**src/cfg_loader_pkg.sv**
```systemverilog
package cfg_loader_pkg;
  // ==========================================================
  // register map (byte addresses on the apb side)
  // ==========================================================
  localparam logic [7:0] ctrl_addr = 8'h00;
  localparam logic [7:0] status_addr = 8'h04;
  localparam logic [7:0] data_addr = 8'h08;
  localparam logic [7:0] count_addr = 8'h0c;
  localparam logic [7:0] clkdiv_addr = 8'h10;

  // ctrl fields
  localparam int ctrl_start_bit = 0;
  localparam int ctrl_abort_bit = 1;
  localparam int ctrl_decomp_bit = 2;
  localparam int ctrl_crypt_bit = 3;
  localparam int ctrl_mon_bit = 4;
  localparam int ctrl_width_lsb = 5;

  // status fields
  localparam int st_busy_bit = 0;
  localparam int st_done_bit = 1;
  localparam int st_err_bit = 2;
  localparam int st_ready_bit = 3;
  localparam int st_status_bit = 4;
  localparam int st_cdone_bit = 5;

  localparam logic [1:0] width_8 = 2'h0;
  localparam logic [1:0] width_16 = 2'h1;
  localparam logic [1:0] width_32 = 2'h2;

  // ==========================================================
  // timing, 200 mhz system clock
  // ==========================================================
  localparam int clk_mhz = 200;
  localparam int req_low_us = 2;
  localparam int req_low_cyc = req_low_us * clk_mhz;
  localparam int st2ck_us = 2;
  localparam int st2ck_cyc = st2ck_us * clk_mhz;
  localparam int cf2ck_us = 1506;
  localparam int cf2ck_cyc = cf2ck_us * clk_mhz;
  localparam int cd2um_max_us = 437;
  localparam int cd2um_cyc = cd2um_max_us * clk_mhz;
  // fastest link clock: 125 mhz in x8/x16, 100 mhz in x32 -> divider floor
  localparam int fmax_narrow_mhz = 125;
  localparam int fmax_wide_mhz = 100;
  localparam int div_min_narrow = (clk_mhz + fmax_narrow_mhz - 1)
                                  / fmax_narrow_mhz;
  localparam int div_min_wide = (clk_mhz + fmax_wide_mhz - 1)
                                / fmax_wide_mhz;
  localparam logic [7:0] clkdiv_reset = 8'h04;
  localparam int final_falls = 2;

  typedef enum logic [3:0] {
    st_idle, st_req_low, st_wait_status, st_setup, st_data_lo,
    st_data_hi, st_flush, st_done_wait, st_tail, st_user_wait,
    st_error
  } load_state_t;
endpackage

```
**src/pin_sync.sv**
```systemverilog
`timescale 1ns/1ps
// ==========================================================
// three-stage input synchroniser with agreement filter
// ==========================================================
module pin_sync (
  input wire logic pclk,
  input wire logic presetn,
  input wire logic pin,
  output logic level
);
  logic s1_r;
  logic s2_r;
  logic s3_r;

  // a change counts once stages two and three agree
  always_ff @(posedge pclk or negedge presetn) begin
    if (!presetn) begin
      s1_r <= 1'b0;
      s2_r <= 1'b0;
      s3_r <= 1'b0;
      level <= 1'b0;
    end else begin
      s1_r <= pin;
      s2_r <= s1_r;
      s3_r <= s2_r;
      if (s2_r == s3_r) begin
        level <= s3_r;
      end
    end
  end
endmodule

```
**src/cfg_loader_host.sv**
```systemverilog
// The implementer's own choices: the placing of the registers and the APB slave port.
`timescale 1ns/1ps
// ==========================================================
// Summary of operation
// - x8 ratio 1, or 2 when decompressing
// - x16 ratio 1, 2 crypt, 4 decompress
// - x32 ratio 1, 4 crypt, 8 decompress
// - hold each word for ratio clocks
// - keep clocking ratio minus one after last
// - lanes 7..0, 15..0 or 31..0
// - falling request starts reconfiguration
// - send whole stream; completion then rises
// - two falling clock edges after completion
// - drive clock to defined level afterwards
// - request low at least 2 us
// - wait 2 us after status, else 1506
// - clock at most 125 or 100 MHz
// - pause clock low, data valid first
// ==========================================================
module cfg_loader_host
  import cfg_loader_pkg::*;
#(
  parameter int cf2ck_cycles = cfg_loader_pkg::cf2ck_cyc,
  parameter int user_wait_cycles = cfg_loader_pkg::cd2um_cyc
) (
  input wire logic pclk,
  input wire logic presetn,
  input wire logic psel,
  input wire logic penable,
  input wire logic pwrite,
  input wire logic [7:0] paddr,
  input wire logic [31:0] pwdata,
  output logic [31:0] prdata,
  output logic pready,
  output logic pslverr,
  output logic cfg_clock,
  output logic [31:0] cfg_data,
  output logic cfg_req_n,
  input wire logic cfg_status_n,
  input wire logic cfg_done,
  input wire logic init_done
);
  import cfg_loader_pkg::*;

  // ==========================================================
  // pin synchronisers
  // ==========================================================
  logic status_lvl;
  logic done_lvl;
  logic init_lvl;

  pin_sync u_sync_status (
    .pclk(pclk), .presetn(presetn), .pin(cfg_status_n), .level(status_lvl)
  );
  pin_sync u_sync_done (
    .pclk(pclk), .presetn(presetn), .pin(cfg_done), .level(done_lvl)
  );
  pin_sync u_sync_init (
    .pclk(pclk), .presetn(presetn), .pin(init_done), .level(init_lvl)
  );

  // ==========================================================
  // registers
  // ==========================================================
  load_state_t state_r;
  load_state_t state_nxt;
  logic decomp_r;
  logic crypt_r;
  logic mon_r;
  logic [1:0] width_r;
  logic [31:0] count_r;
  logic [31:0] sent_r;
  logic [31:0] word_r;
  logic word_full_r;
  logic [7:0] clkdiv_r;
  logic [7:0] half_r;
  logic [3:0] rep_r;
  logic [31:0] timer_r;
  logic done_r;
  logic err_r;
  logic start_r;
  logic abort_r;

  // ==========================================================
  // decode
  // ==========================================================
  wire wr_en = psel && penable && pwrite;
  wire wr_ctrl = wr_en && (paddr == ctrl_addr);
  wire wr_data = wr_en && (paddr == data_addr);
  wire wr_count = wr_en && (paddr == count_addr);
  wire wr_div = wr_en && (paddr == clkdiv_addr);
  wire addr_ok = (paddr == ctrl_addr) || (paddr == status_addr) ||
                 (paddr == data_addr) || (paddr == count_addr) ||
                 (paddr == clkdiv_addr);
  wire busy = (state_r != st_idle) && (state_r != st_error);
  // a data write into a full holding word stalls the bus
  wire data_stall = wr_data && word_full_r;
  wire [31:0] status_word = {26'h000_0000, done_lvl, status_lvl,
                             !word_full_r, err_r, done_r, busy};

  // clock-to-data ratio selection
  wire [3:0] ratio =
    (width_r == width_8)  ? (decomp_r ? 4'h2 : 4'h1) :
    (width_r == width_16) ? (decomp_r ? 4'h4 :
                             crypt_r ? 4'h2 : 4'h1) :
                            (decomp_r ? 4'h8 :
                             crypt_r ? 4'h4 : 4'h1);

  // half period never below the device's fastest allowed clock
  wire [7:0] div_floor = (width_r == width_32) ?
                         8'(div_min_wide) : 8'(div_min_narrow);
  wire [7:0] div_eff = (clkdiv_r < div_floor) ? div_floor : clkdiv_r;
  wire half_tick = (half_r == 8'h00);
  wire last_word = (sent_r + 32'h0000_0001) >= count_r;
  // with mon_r set, settle time counts from the status release, not from the request
  wire status_hold = (state_r == st_wait_status) && mon_r &&
                     !status_lvl;

  // unused upper lanes driven low
  wire [31:0] lane_mask = (width_r == width_8) ? 32'h0000_00ff :
                          (width_r == width_16) ? 32'h0000_ffff :
                          32'hffff_ffff;

  // ==========================================================
  // apb slave
  // ==========================================================
  always_ff @(posedge pclk or negedge presetn) begin
    if (!presetn) begin
      prdata <= 32'h0000_0000;
      pready <= 1'b0;
      pslverr <= 1'b0;
    end else begin
      pready <= psel && !penable ? 1'b0 :
                psel && penable && !pready && !data_stall;
      pslverr <= psel && penable && !pready && !data_stall && !addr_ok;
      case (paddr)
        ctrl_addr: prdata <= {25'h000_0000, width_r, mon_r, crypt_r,
                              decomp_r, 2'h0};
        status_addr: prdata <= status_word;
        count_addr: prdata <= count_r;
        clkdiv_addr: prdata <= {24'h00_0000, clkdiv_r};
        data_addr: prdata <= sent_r;
        default: prdata <= 32'h0000_0000;
      endcase
    end
  end

  wire wr_take = psel && penable && !pready && !data_stall;

  always_ff @(posedge pclk or negedge presetn) begin
    if (!presetn) begin
      decomp_r <= 1'b0;
      crypt_r <= 1'b0;
      mon_r <= 1'b1;
      width_r <= width_8;
      count_r <= 32'h0000_0000;
      clkdiv_r <= clkdiv_reset;
      start_r <= 1'b0;
      abort_r <= 1'b0;
    end else begin
      start_r <= wr_ctrl && wr_take && pwdata[ctrl_start_bit];
      abort_r <= wr_ctrl && wr_take && pwdata[ctrl_abort_bit];
      if (wr_ctrl && wr_take && !busy) begin
        decomp_r <= pwdata[ctrl_decomp_bit];
        crypt_r <= pwdata[ctrl_crypt_bit];
        mon_r <= pwdata[ctrl_mon_bit];
        width_r <= pwdata[ctrl_width_lsb +: 2];
      end
      if (wr_count && wr_take && !busy) begin
        count_r <= pwdata;
      end
      if (wr_div && wr_take) begin
        clkdiv_r <= pwdata[7:0];
      end
    end
  end

  // ==========================================================
  // load sequencer
  // ==========================================================
  always_comb begin
    state_nxt = state_r;
    case (state_r)
      st_idle: if (start_r && count_r != 32'h0000_0000) begin
        state_nxt = st_req_low;
      end
      st_req_low: if (timer_r == 32'(req_low_cyc)) begin
        state_nxt = st_wait_status;
      end
      st_wait_status: begin
        if (mon_r ? (status_lvl && timer_r >= 32'(st2ck_cyc))
                  : (timer_r >= 32'(cf2ck_cycles))) begin
          state_nxt = st_setup;
        end
      end
      st_setup: if (word_full_r && half_tick) begin
        state_nxt = st_data_hi;
      end
      st_data_hi: if (half_tick) begin
        state_nxt = st_data_lo;
      end
      st_data_lo: if (half_tick) begin
        if (rep_r != 4'h1) begin
          state_nxt = st_data_hi;
        end else if (last_word) begin
          state_nxt = st_done_wait;
        end else begin
          state_nxt = st_setup;
        end
      end
      st_done_wait: if (done_lvl && half_tick) begin
        state_nxt = st_tail;
      end else if (timer_r >= 32'(cf2ck_cycles)) begin
        state_nxt = st_error;
      end
      st_tail: if (rep_r == 4'h0 && half_tick) begin
        state_nxt = st_user_wait;
      end
      st_user_wait: if (init_lvl || timer_r >= 32'(user_wait_cycles)) begin
        state_nxt = st_idle;
      end
      st_error: if (start_r) begin
        state_nxt = st_req_low;
      end
      default: state_nxt = st_idle;
    endcase
    // status dropping mid-load is a device-side error
    if (mon_r && !status_lvl && (state_r == st_setup ||
        state_r == st_data_hi || state_r == st_data_lo)) begin
      state_nxt = st_error;
    end
    if (abort_r) begin
      state_nxt = st_error;
    end
  end

  always_ff @(posedge pclk or negedge presetn) begin
    if (!presetn) begin
      state_r <= st_idle;
      timer_r <= 32'h0000_0000;
      half_r <= 8'h00;
    end else begin
      state_r <= state_nxt;
      timer_r <= (state_nxt != state_r || status_hold) ? 32'h0000_0000
                                         : timer_r + 32'h0000_0001;
      half_r <= (half_tick || state_nxt != state_r) ? div_eff - 8'h01
                                                    : half_r - 8'h01;
    end
  end

  // ==========================================================
  // pins, word holding and counters
  // ==========================================================
  always_ff @(posedge pclk or negedge presetn) begin
    if (!presetn) begin
      cfg_req_n <= 1'b1;
      cfg_clock <= 1'b0;
      cfg_data <= 32'h0000_0000;
      word_r <= 32'h0000_0000;
      word_full_r <= 1'b0;
      sent_r <= 32'h0000_0000;
      rep_r <= 4'h0;
      done_r <= 1'b0;
      err_r <= 1'b0;
    end else begin
      cfg_req_n <= (state_nxt != st_req_low);
      // clock parks low between words and after the tail
      // clock trails the data by one cycle to give setup time
      cfg_clock <= (state_r == st_data_hi) ||
                   (state_nxt == st_tail && state_r == st_tail
                    && !cfg_clock && half_tick) ||
                   (state_r == st_tail && cfg_clock && !half_tick);
      if (state_r == st_setup && state_nxt == st_data_hi) begin
        cfg_data <= word_r & lane_mask;
        word_full_r <= 1'b0;
        rep_r <= ratio;
      end else if (wr_data && wr_take && !word_full_r) begin
        word_r <= pwdata;
        word_full_r <= 1'b1;
      end
      if (state_r == st_data_lo && half_tick) begin
        if (rep_r == 4'h1) begin
          sent_r <= sent_r + 32'h0000_0001;
          // extra clocks past the last word for decoding
          rep_r <= ratio - 4'h1;
        end else begin
          rep_r <= rep_r - 4'h1;
        end
      end
      if (state_r == st_done_wait && state_nxt == st_tail) begin
        rep_r <= rep_r + 4'(final_falls);
      end else if (state_r == st_tail && cfg_clock && half_tick) begin
        rep_r <= rep_r - 4'h1;
      end
      if (state_nxt == st_req_low && state_r != st_req_low) begin
        sent_r <= 32'h0000_0000;
        done_r <= 1'b0;
        err_r <= 1'b0;
        word_full_r <= 1'b0;
      end
      if (state_r == st_user_wait && state_nxt == st_idle) begin
        done_r <= 1'b1;
      end
      if (state_nxt == st_error && state_r != st_error) begin
        err_r <= 1'b1;
      end
    end
  end
endmodule

```
**config.mk**
```make
export PLATFORM = sky130hd
export DESIGN_NAME = cfg_loader_host
export DESIGN_NICKNAME = d
export VERILOG_FILES = /design/src/cfg_loader_pkg.sv /design/src/pin_sync.sv /design/src/cfg_loader_host.sv
export SDC_FILE = /design/constraint.sdc
export NUM_CORES = 1
export LEC_CHECK = 0
export CAP_MARGIN = 30
export CORE_MARGIN = 5
export CORE_UTILIZATION = 35
export CTS_BUF_LIST = sky130_fd_sc_hd__clkbuf_4
export DETAILED_ROUTE_END_ITERATION = 6
export DONT_BUFFER_PORTS = 1
export PLACE_DENSITY = 0.47
export SLEW_MARGIN = 20
export SYNTH_ARGS = -nofsm -noshare
export SYNTH_HDL_FRONTEND = slang
export SYNTH_SLANG_ARGS = --single-unit
```
**constraint.sdc**
```tcl
create_clock -name pclk -period 6.2 [get_ports pclk]
set_input_delay 1.55 -clock pclk [delete_from_list [all_inputs] [get_ports pclk]]
set_output_delay 1.55 -clock pclk [all_outputs]
set_load 0.02 [all_outputs]
```
Word level (Yosys, flattened, before mapping)
Index checks and enable logic that the tools add are counted.
- add/subtract/negate cells: 7
- $lt $le $gt $ge: 5
- equal/unequal tests: 28
- muxes and demuxes: 45
- bitwise logic cells: 2
- reductions and logical operators: 78
- operator list (cell ; number):
    32-bit two-way mux ; 6
    32-bit one-hot mux with 5 select lines ; 1
    4-bit two-way mux ; 21
    32-bit by 1-bit adder with 32-bit output, second input constant ; 2
    1-bit logical AND ; 42
    4-bit one-hot mux with 10 select lines ; 1
    32-bit bitwise AND ; 1
    32-bit by 9-bit == test with 1-bit output, second input constant ; 1
    32-bit by 17-bit >= comparator with 1-bit output, second input constant ; 1
    32-bit by 19-bit >= comparator with 1-bit output, second input constant ; 1
    32-bit >= comparator ; 1
    32-bit by 9-bit >= comparator with 1-bit output, second input constant ; 1
    32-bit nonzero test ; 1
    4-bit == test, second input constant ; 5
    4-bit by 3-bit == test with 1-bit output, second input constant ; 4
    8-bit by 4-bit == test with 1-bit output, second input constant ; 2
    8-bit logical NOT ; 2
    8-bit two-way mux ; 2
    8-bit by 1-bit subtractor with 8-bit output, second input constant ; 2
    4-bit by 1-bit == test with 1-bit output, second input constant ; 3
    4-bit logical NOT ; 3
    3-bit two-way mux ; 4
    4-bit by 1-bit inequality test with 1-bit output, second input constant ; 3
    1-bit logical OR ; 11
    19 further kinds ; 44
- register bits: 242
- input bits: 48
- output and inout port bits: 68
- word-level logic and storage cells: 200

Longest topological paths before layout
- depth after elaboration: 14
- mapped depth: 25
- gate-level depth less buffers: 24

By module
A second synthesis with hierarchy kept.
- cells, all modules: 1195
- area total of the unflattened synthesis: 12395.6 sq um
- by module, submodules not included (module ; times used ; cells an instance ; area an instance (sq um) ; sequential area each (sq um)):
    cfg_loader_host ; 1 ; 1180 ; 12061.6 ; 5759.3
    pin_sync ; 3 ; 5 ; 111.4 ; 100.1

Worst setup path after synthesis
Ideal clock, no wire load.
- kind: register -> register
- start point: reg sent_r[2]
- end point: reg half_r[6]
- setup time: 0.127 ns
- data arrival time: 4.758 ns
- required time: 6.073 ns
- setup slack: 1.314 ns
- stages on the path, launching flop included: 24
- buffers on the path: 0
- period minus slack after synthesis: 4.886 ns
- cell sequence: dfrtp_1 > nand3_1 > nor4_1 > and3_1 > nand2_1 > nor2_1 > and3_1 > and3_1 > nand3_1 > xnor2_1 > ha_1 > nand4_1 > nor4_1 > a211oi_1 > o211ai_2 > nand3_1 > a21boi_2 > and3_1 > nand2_1 > mux2i_1 > ha_1 > inv_1 > a221oi_2 > xnor2_1
- word-level cells in the longest chain between the ends: 11
- RTL lines (what ; line ; text):
    start, declared ; cfg_loader_host.sv:72 ; logic [31:0] sent_r;
    start signal, assigned ; cfg_loader_host.sv:283 ; sent_r <= sent_r + 32'h0000_0001;
    32-bit by 1-bit adder with 32-bit output ; cfg_loader_host.sv:114 ; wire last_word = (sent_r + 32'h0000_0001) >= count_r;
    32-bit >= comparator ; cfg_loader_host.sv:114 ;
    3-bit two-way mux ; cfg_loader_host.sv:205 ; end else if (last_word) begin
    3-bit two-way mux ; cfg_loader_host.sv:203 ; if (rep_r != 4'h1) begin
    4-bit two-way mux ; cfg_loader_host.sv:202 ; st_data_lo: if (half_tick) begin
    4-bit one-hot mux with 10 select lines ; cfg_loader_host.sv:183 ; case (state_r)
    4-bit two-way mux ; cfg_loader_host.sv:228 ; if (mon_r && !status_lvl && (state_r == st_setup ||
    4-bit two-way mux ; cfg_loader_host.sv:232 ; if (abort_r) begin
    4-bit inequality test ; cfg_loader_host.sv:246 ; half_r <= (half_tick || state_nxt != state_r) ? div_eff - 8'h01
    1-bit logical OR ; cfg_loader_host.sv:246 ;
    8-bit two-way mux ; cfg_loader_host.sv:246 ;
    end signal, assigned ; cfg_loader_host.sv:246 ;
    end, declared ; cfg_loader_host.sv:76 ; logic [7:0] half_r;
No other way between the ends.
A chain may end at the register's enable or synchronous reset.

Worst setup path in the final report
Same ends and word-level chain as after synthesis.

==> results summary <==
The sort of element at the start of the critical path is a flop. The count of endpoints failing setup in the final report came out at 0. The path type of the worst setup path is flop to flop. Synthesis inferred 242 register bits.

A synthesized cell averages 10.31 um2. The placed wire-length estimate after detailed placement is between 20 and 25 mm. The deepest clock path buffer count is 3. After routing the design area is between 0.01 and 0.015 mm2. The overall overflow remaining after global route came out at 0. The prevailing post-synth register cell is sky130_fd_sc_hd__dfrtp_1. The share of the core filled with cells is roughly 40%.

The worst setup path is captured at a flop. The type of the tightest min-delay check is flop to flop. The count of nets left with antenna violations once routing finished came out at 0. The core region is 0.03454 mm2. The total CTS buffers is 72. For this block, the initial DRC count from the detailed router was ~410. The number of buffers inserted by hold repair at cts came out at 0. The number of detailed-route iterations in the first pass came out at 4.

The mapped cell area came out at 0.01225 mm2. Across the VDD grid, the largest voltage drop is around 0.12 mV. The number of global-route vias before repair came out at approximately 9200. The signed area change from the synthesized netlist to the final layout came out at 10.91%. The latest clock arrival within the worst-skew pair is 0.71 ns. The arrival time at the worst endpoint came out at 6.21 ns. The total number of vias is 8790. The ratio of final minimum period to clock period came out at 90.83%. TritonCTS built the clock tree. In this run the worst setup path begins at sent_r[2]$_DFFE_PN0P_. In this run the tightest slew margin relative to its limit is 36.77%. The total power divided by cell area is 255.2 mW/mm2.

The number of nets in the synthesized netlist is 1279. The total global routing track utilization is between 10% and 20%. The endpoint required time on the critical path came out at 6.78 ns. The leakage component of the power came out at 6.372 nW.

From bottom edge to top edge, the die measures ~200 um. Setup total negative slack on the finished layout was measured at 0 ns. The cell depth of the worst min-delay path is 0. The wire length after detailed routing came out at between 30 and 40 mm. The number of antenna violations at the first check in global routing was 1. In this run the critical register-to-register path is launched from sent_r[2]$_DFFE_PN0P_. The congestion estimate from routability-driven global placement came to 0.8543. The cell area after placement came out at 0.01273 mm2. The width of the die came out at approximately 200 um. The most critical setup path has its endpoint at half_r[6]$_DFF_PN0_.

The post-synthesis cell type count came out at 75. The clock period could shrink to 5.631 ns. The count of buffers inserted at the top-level ports came out at 0.

The number of rows created at floorplan is 68. The number of max-slew violations in the final report is 0. For this run, design rule violations remaining after detail routing come to 0. The count of warnings emitted by yosys came out at 0. The clock drives 242 sinks.

The clock slew seen by the registers of the worst setup and hold paths is 0.06 ns. The number of I/O pins came out at 116. The synthesized design contains 0 enable-type register cells. Setup repair after global routing left no endpoint under its margin. The number of instances in the synthesized netlist is 1189. The starting density of the core came out at roughly 35%. The number of maximum-capacitance violations came out at 0. The average vias per placed instance came out at a little over 5.

The sequential area share after synthesis came out at 49.45%. In this run the critical register-to-register path is captured at half_r[6]$_DFF_PN0_. The run finished with clean final reports. After the last flow step, the layout net total stands at around 1300. The number of filler instances in the final layout is 3545. The number of cells upsized or downsized after cts is 0. The floorplan die area came out at roughly 0.039 mm2.

In this run the worst path has a maximum fanout of 6. The final-report hold violation count came out at 0. The proportion of layout cells with a drive suffix above 1 is 18.36%. In the final routed layout, each cell accounts on average for 18.23 um. The global-route wire length before repair came out at 50.97 mm. The number of post-CTS setup repair buffers came out at 0. The total power draw came out at roughly 0.0035 W.

The maximum number of pins on one net before global-route repair is between 200 and 250. In this run the register-to-register setup slack is 0.57 ns. The number of cells on the worst reg-to-reg path came out at 25.

The share of flip-flops with an asynchronous set or reset after synthesis came out at 100.0%. In this run the clock root is driven by a sky130_fd_sc_hd__clkbuf_4. The actual slew at the worst max-slew pin is 0.9485 ns. The clock skew is 0.03429 ns.

The maximum clock frequency came out at 0.1776 GHz. The H-tree level count is 3.
==> logic make-up (layout without fill, tap and decap cells) <==
| family | after synthesis | after routing | share of synthesized area, % |
|---|---|---|---|
| simple gates | 437 | 437 | 16.92 |
| flops | 242 | 242 | 49.45 |
| compound gates | 139 | 139 | 7.637 |
| mux | 127 | 127 | 11.26 |
| xor+xnor | 100 | 100 | 7.147 |
| buf+inv | 99 | 179 | 3.053 |
| fa+ha+maj | 45 | 45 | 4.533 |
| other cells | 0 | 2 | 0 |
==> stage by stage <==
stage | setup WS [ns] | hold slack [ns] | instances
floorplan | 1.314 | 0.3312 | 1189
global placement | 0.8501 | 0.3340 | 1605
detailed placement | 0.5974 | 0.3356 | 1605
CTS | 0.6089 | 0.3531 | 1724
global route | 0.07248 | 0.3564 | 1726
finish | 0.5687 | 0.3499 | 1726
==> cell type report <==
type	count	area, um2	area share (%)
Timing Repair Buffer	10	75.07	0.5523
Sequential cell	242	6060	44.58
Inverter	50	187.7	1.381
Antenna cell	2	5.005	0.03682
Clock buffer	100	750.7	5.523
Clock inverter	19	103.9	0.7641
Multi-Input combinational cell	848	5841	42.97
Tap cell	455	569.3	4.189
==> per-layer routing <==
metal  track usage, %  part of all wire [%]
met3            4.162                   4.9
met5                0                     0
met1            21.92                    46
met2            26.28                    47
met4            5.521                   1.8
==> synth_stat cells (4+ instances only) <==
cell type | count | share of area, %
sky130_fd_sc_hd__a211oi_1 | 5 | 0.31
sky130_fd_sc_hd__a21o_1 | 4 | 0.25
sky130_fd_sc_hd__a21oi_1 | 31 | 1.3
sky130_fd_sc_hd__a31oi_1 | 7 | 0.36
sky130_fd_sc_hd__and2_1 | 5 | 0.26
sky130_fd_sc_hd__and3_1 | 18 | 0.92
sky130_fd_sc_hd__buf_1 | 9 | 0.28
sky130_fd_sc_hd__clkbuf_1 | 38 | 1.2
sky130_fd_sc_hd__dfrtp_1 | 239 | 49
sky130_fd_sc_hd__ha_1 | 42 | 4.3
sky130_fd_sc_hd__inv_1 | 50 | 1.5
sky130_fd_sc_hd__mux2_2 | 87 | 8.0
sky130_fd_sc_hd__mux2i_1 | 40 | 3.3
sky130_fd_sc_hd__nand2_1 | 136 | 4.2
sky130_fd_sc_hd__nand2b_1 | 7 | 0.36
sky130_fd_sc_hd__nand3_1 | 31 | 1.3
sky130_fd_sc_hd__nand3b_1 | 4 | 0.25
sky130_fd_sc_hd__nand4_1 | 13 | 0.66
sky130_fd_sc_hd__nand4b_1 | 4 | 0.29
sky130_fd_sc_hd__nor2_1 | 139 | 4.3
sky130_fd_sc_hd__nor2b_1 | 4 | 0.20
sky130_fd_sc_hd__nor3_1 | 17 | 0.69
sky130_fd_sc_hd__nor3b_1 | 4 | 0.25
sky130_fd_sc_hd__nor4_1 | 19 | 0.97
sky130_fd_sc_hd__o21ai_0 | 43 | 1.8
sky130_fd_sc_hd__o221ai_1 | 5 | 0.36
sky130_fd_sc_hd__or2_2 | 5 | 0.26
sky130_fd_sc_hd__or3_1 | 7 | 0.36
sky130_fd_sc_hd__or4_1 | 6 | 0.37
sky130_fd_sc_hd__xnor2_1 | 40 | 2.9
sky130_fd_sc_hd__xor2_1 | 60 | 4.3
==> cell usage in the layout (no fill, tap or decap), drive strengths merged, types with 4 or more instances in the layout <==
master  instances
a211oi          6
a21o            4
a21oi          31
a31oi           7
and2            5
and3           18
buf            10
clkbuf        100
clkinv         12
dfrtp         239
ha             42
inv            55
mux2           87
mux2i          40
nand2         136
nand2b          7
nand3          32
nand3b          4
nand4          13
nand4b          4
nor2          140
nor2b           4
nor3           18
nor3b           4
nor4           20
o21ai          44
o221ai          5
or2             6
or3             8
or4             8
xnor2          40
xor2           60
==> how the worst min path moves through the flow <==
stage                          startpoint                    endpoint  slack [ns]
6_report       u_sync_done.s1_r$_DFF_PN0_  u_sync_done.s2_r$_DFF_PN0_        0.35
5_1_grt        u_sync_done.s1_r$_DFF_PN0_  u_sync_done.s2_r$_DFF_PN0_        0.36
4_1_cts        u_sync_init.s1_r$_DFF_PN0_  u_sync_init.s2_r$_DFF_PN0_        0.35
3_5_place_dp   u_sync_init.s1_r$_DFF_PN0_  u_sync_init.s2_r$_DFF_PN0_        0.34
3_3_place_gp   u_sync_init.s1_r$_DFF_PN0_  u_sync_init.s2_r$_DFF_PN0_        0.33
2_1_floorplan  u_sync_done.s1_r$_DFF_PN0_  u_sync_done.s2_r$_DFF_PN0_        0.33
==> worst max-delay path, stage by stage, from the launching register on <==
cell                       delay [ns]
sky130_fd_sc_hd__dfrtp_1         0.44
sky130_fd_sc_hd__nand3_1         0.23
sky130_fd_sc_hd__nor4_1          0.32
sky130_fd_sc_hd__buf_4           0.18
sky130_fd_sc_hd__and3_1          0.24
sky130_fd_sc_hd__nand2_1         0.12
sky130_fd_sc_hd__nor2_1          0.30
sky130_fd_sc_hd__and3_1          0.26
sky130_fd_sc_hd__and3_1          0.25
sky130_fd_sc_hd__nand3_1         0.11
sky130_fd_sc_hd__xnor2_1         0.14
sky130_fd_sc_hd__ha_1            0.29
sky130_fd_sc_hd__nand4_1         0.12
sky130_fd_sc_hd__nor4_1          0.39
sky130_fd_sc_hd__nand4b_1        0.14
sky130_fd_sc_hd__a31oi_1         0.22
sky130_fd_sc_hd__a211oi_1        0.12
sky130_fd_sc_hd__a21boi_2        0.25
sky130_fd_sc_hd__nand3_2         0.14
sky130_fd_sc_hd__nor2_1          0.32
sky130_fd_sc_hd__nor3b_1         0.12
sky130_fd_sc_hd__a21oi_1         0.19
sky130_fd_sc_hd__ha_1            0.22
sky130_fd_sc_hd__inv_1           0.07
sky130_fd_sc_hd__a221oi_2        0.19
sky130_fd_sc_hd__xnor2_1         0.10
==> state kept, by name, summed over array words and instances, names as in the netlist, 8 cells and up <==
name      count
cfg_data     32
count_r      32
prdata       32
sent_r       32
timer_r      32
word_r       32
clkdiv_r      8
half_r        8
==> power breakdown <==
group | total [W] | switching [W] | leakage [nW] | internal, W
Clock | 0.00147 | 0.000691 | 0.519 | 0.000781
Combinational | 0.000277 | 0.000156 | 2.54 | 0.000121
Sequential | 0.00172 | 0.0000787 | 3.31 | 0.00164
(Power assumes the default switching activity.)
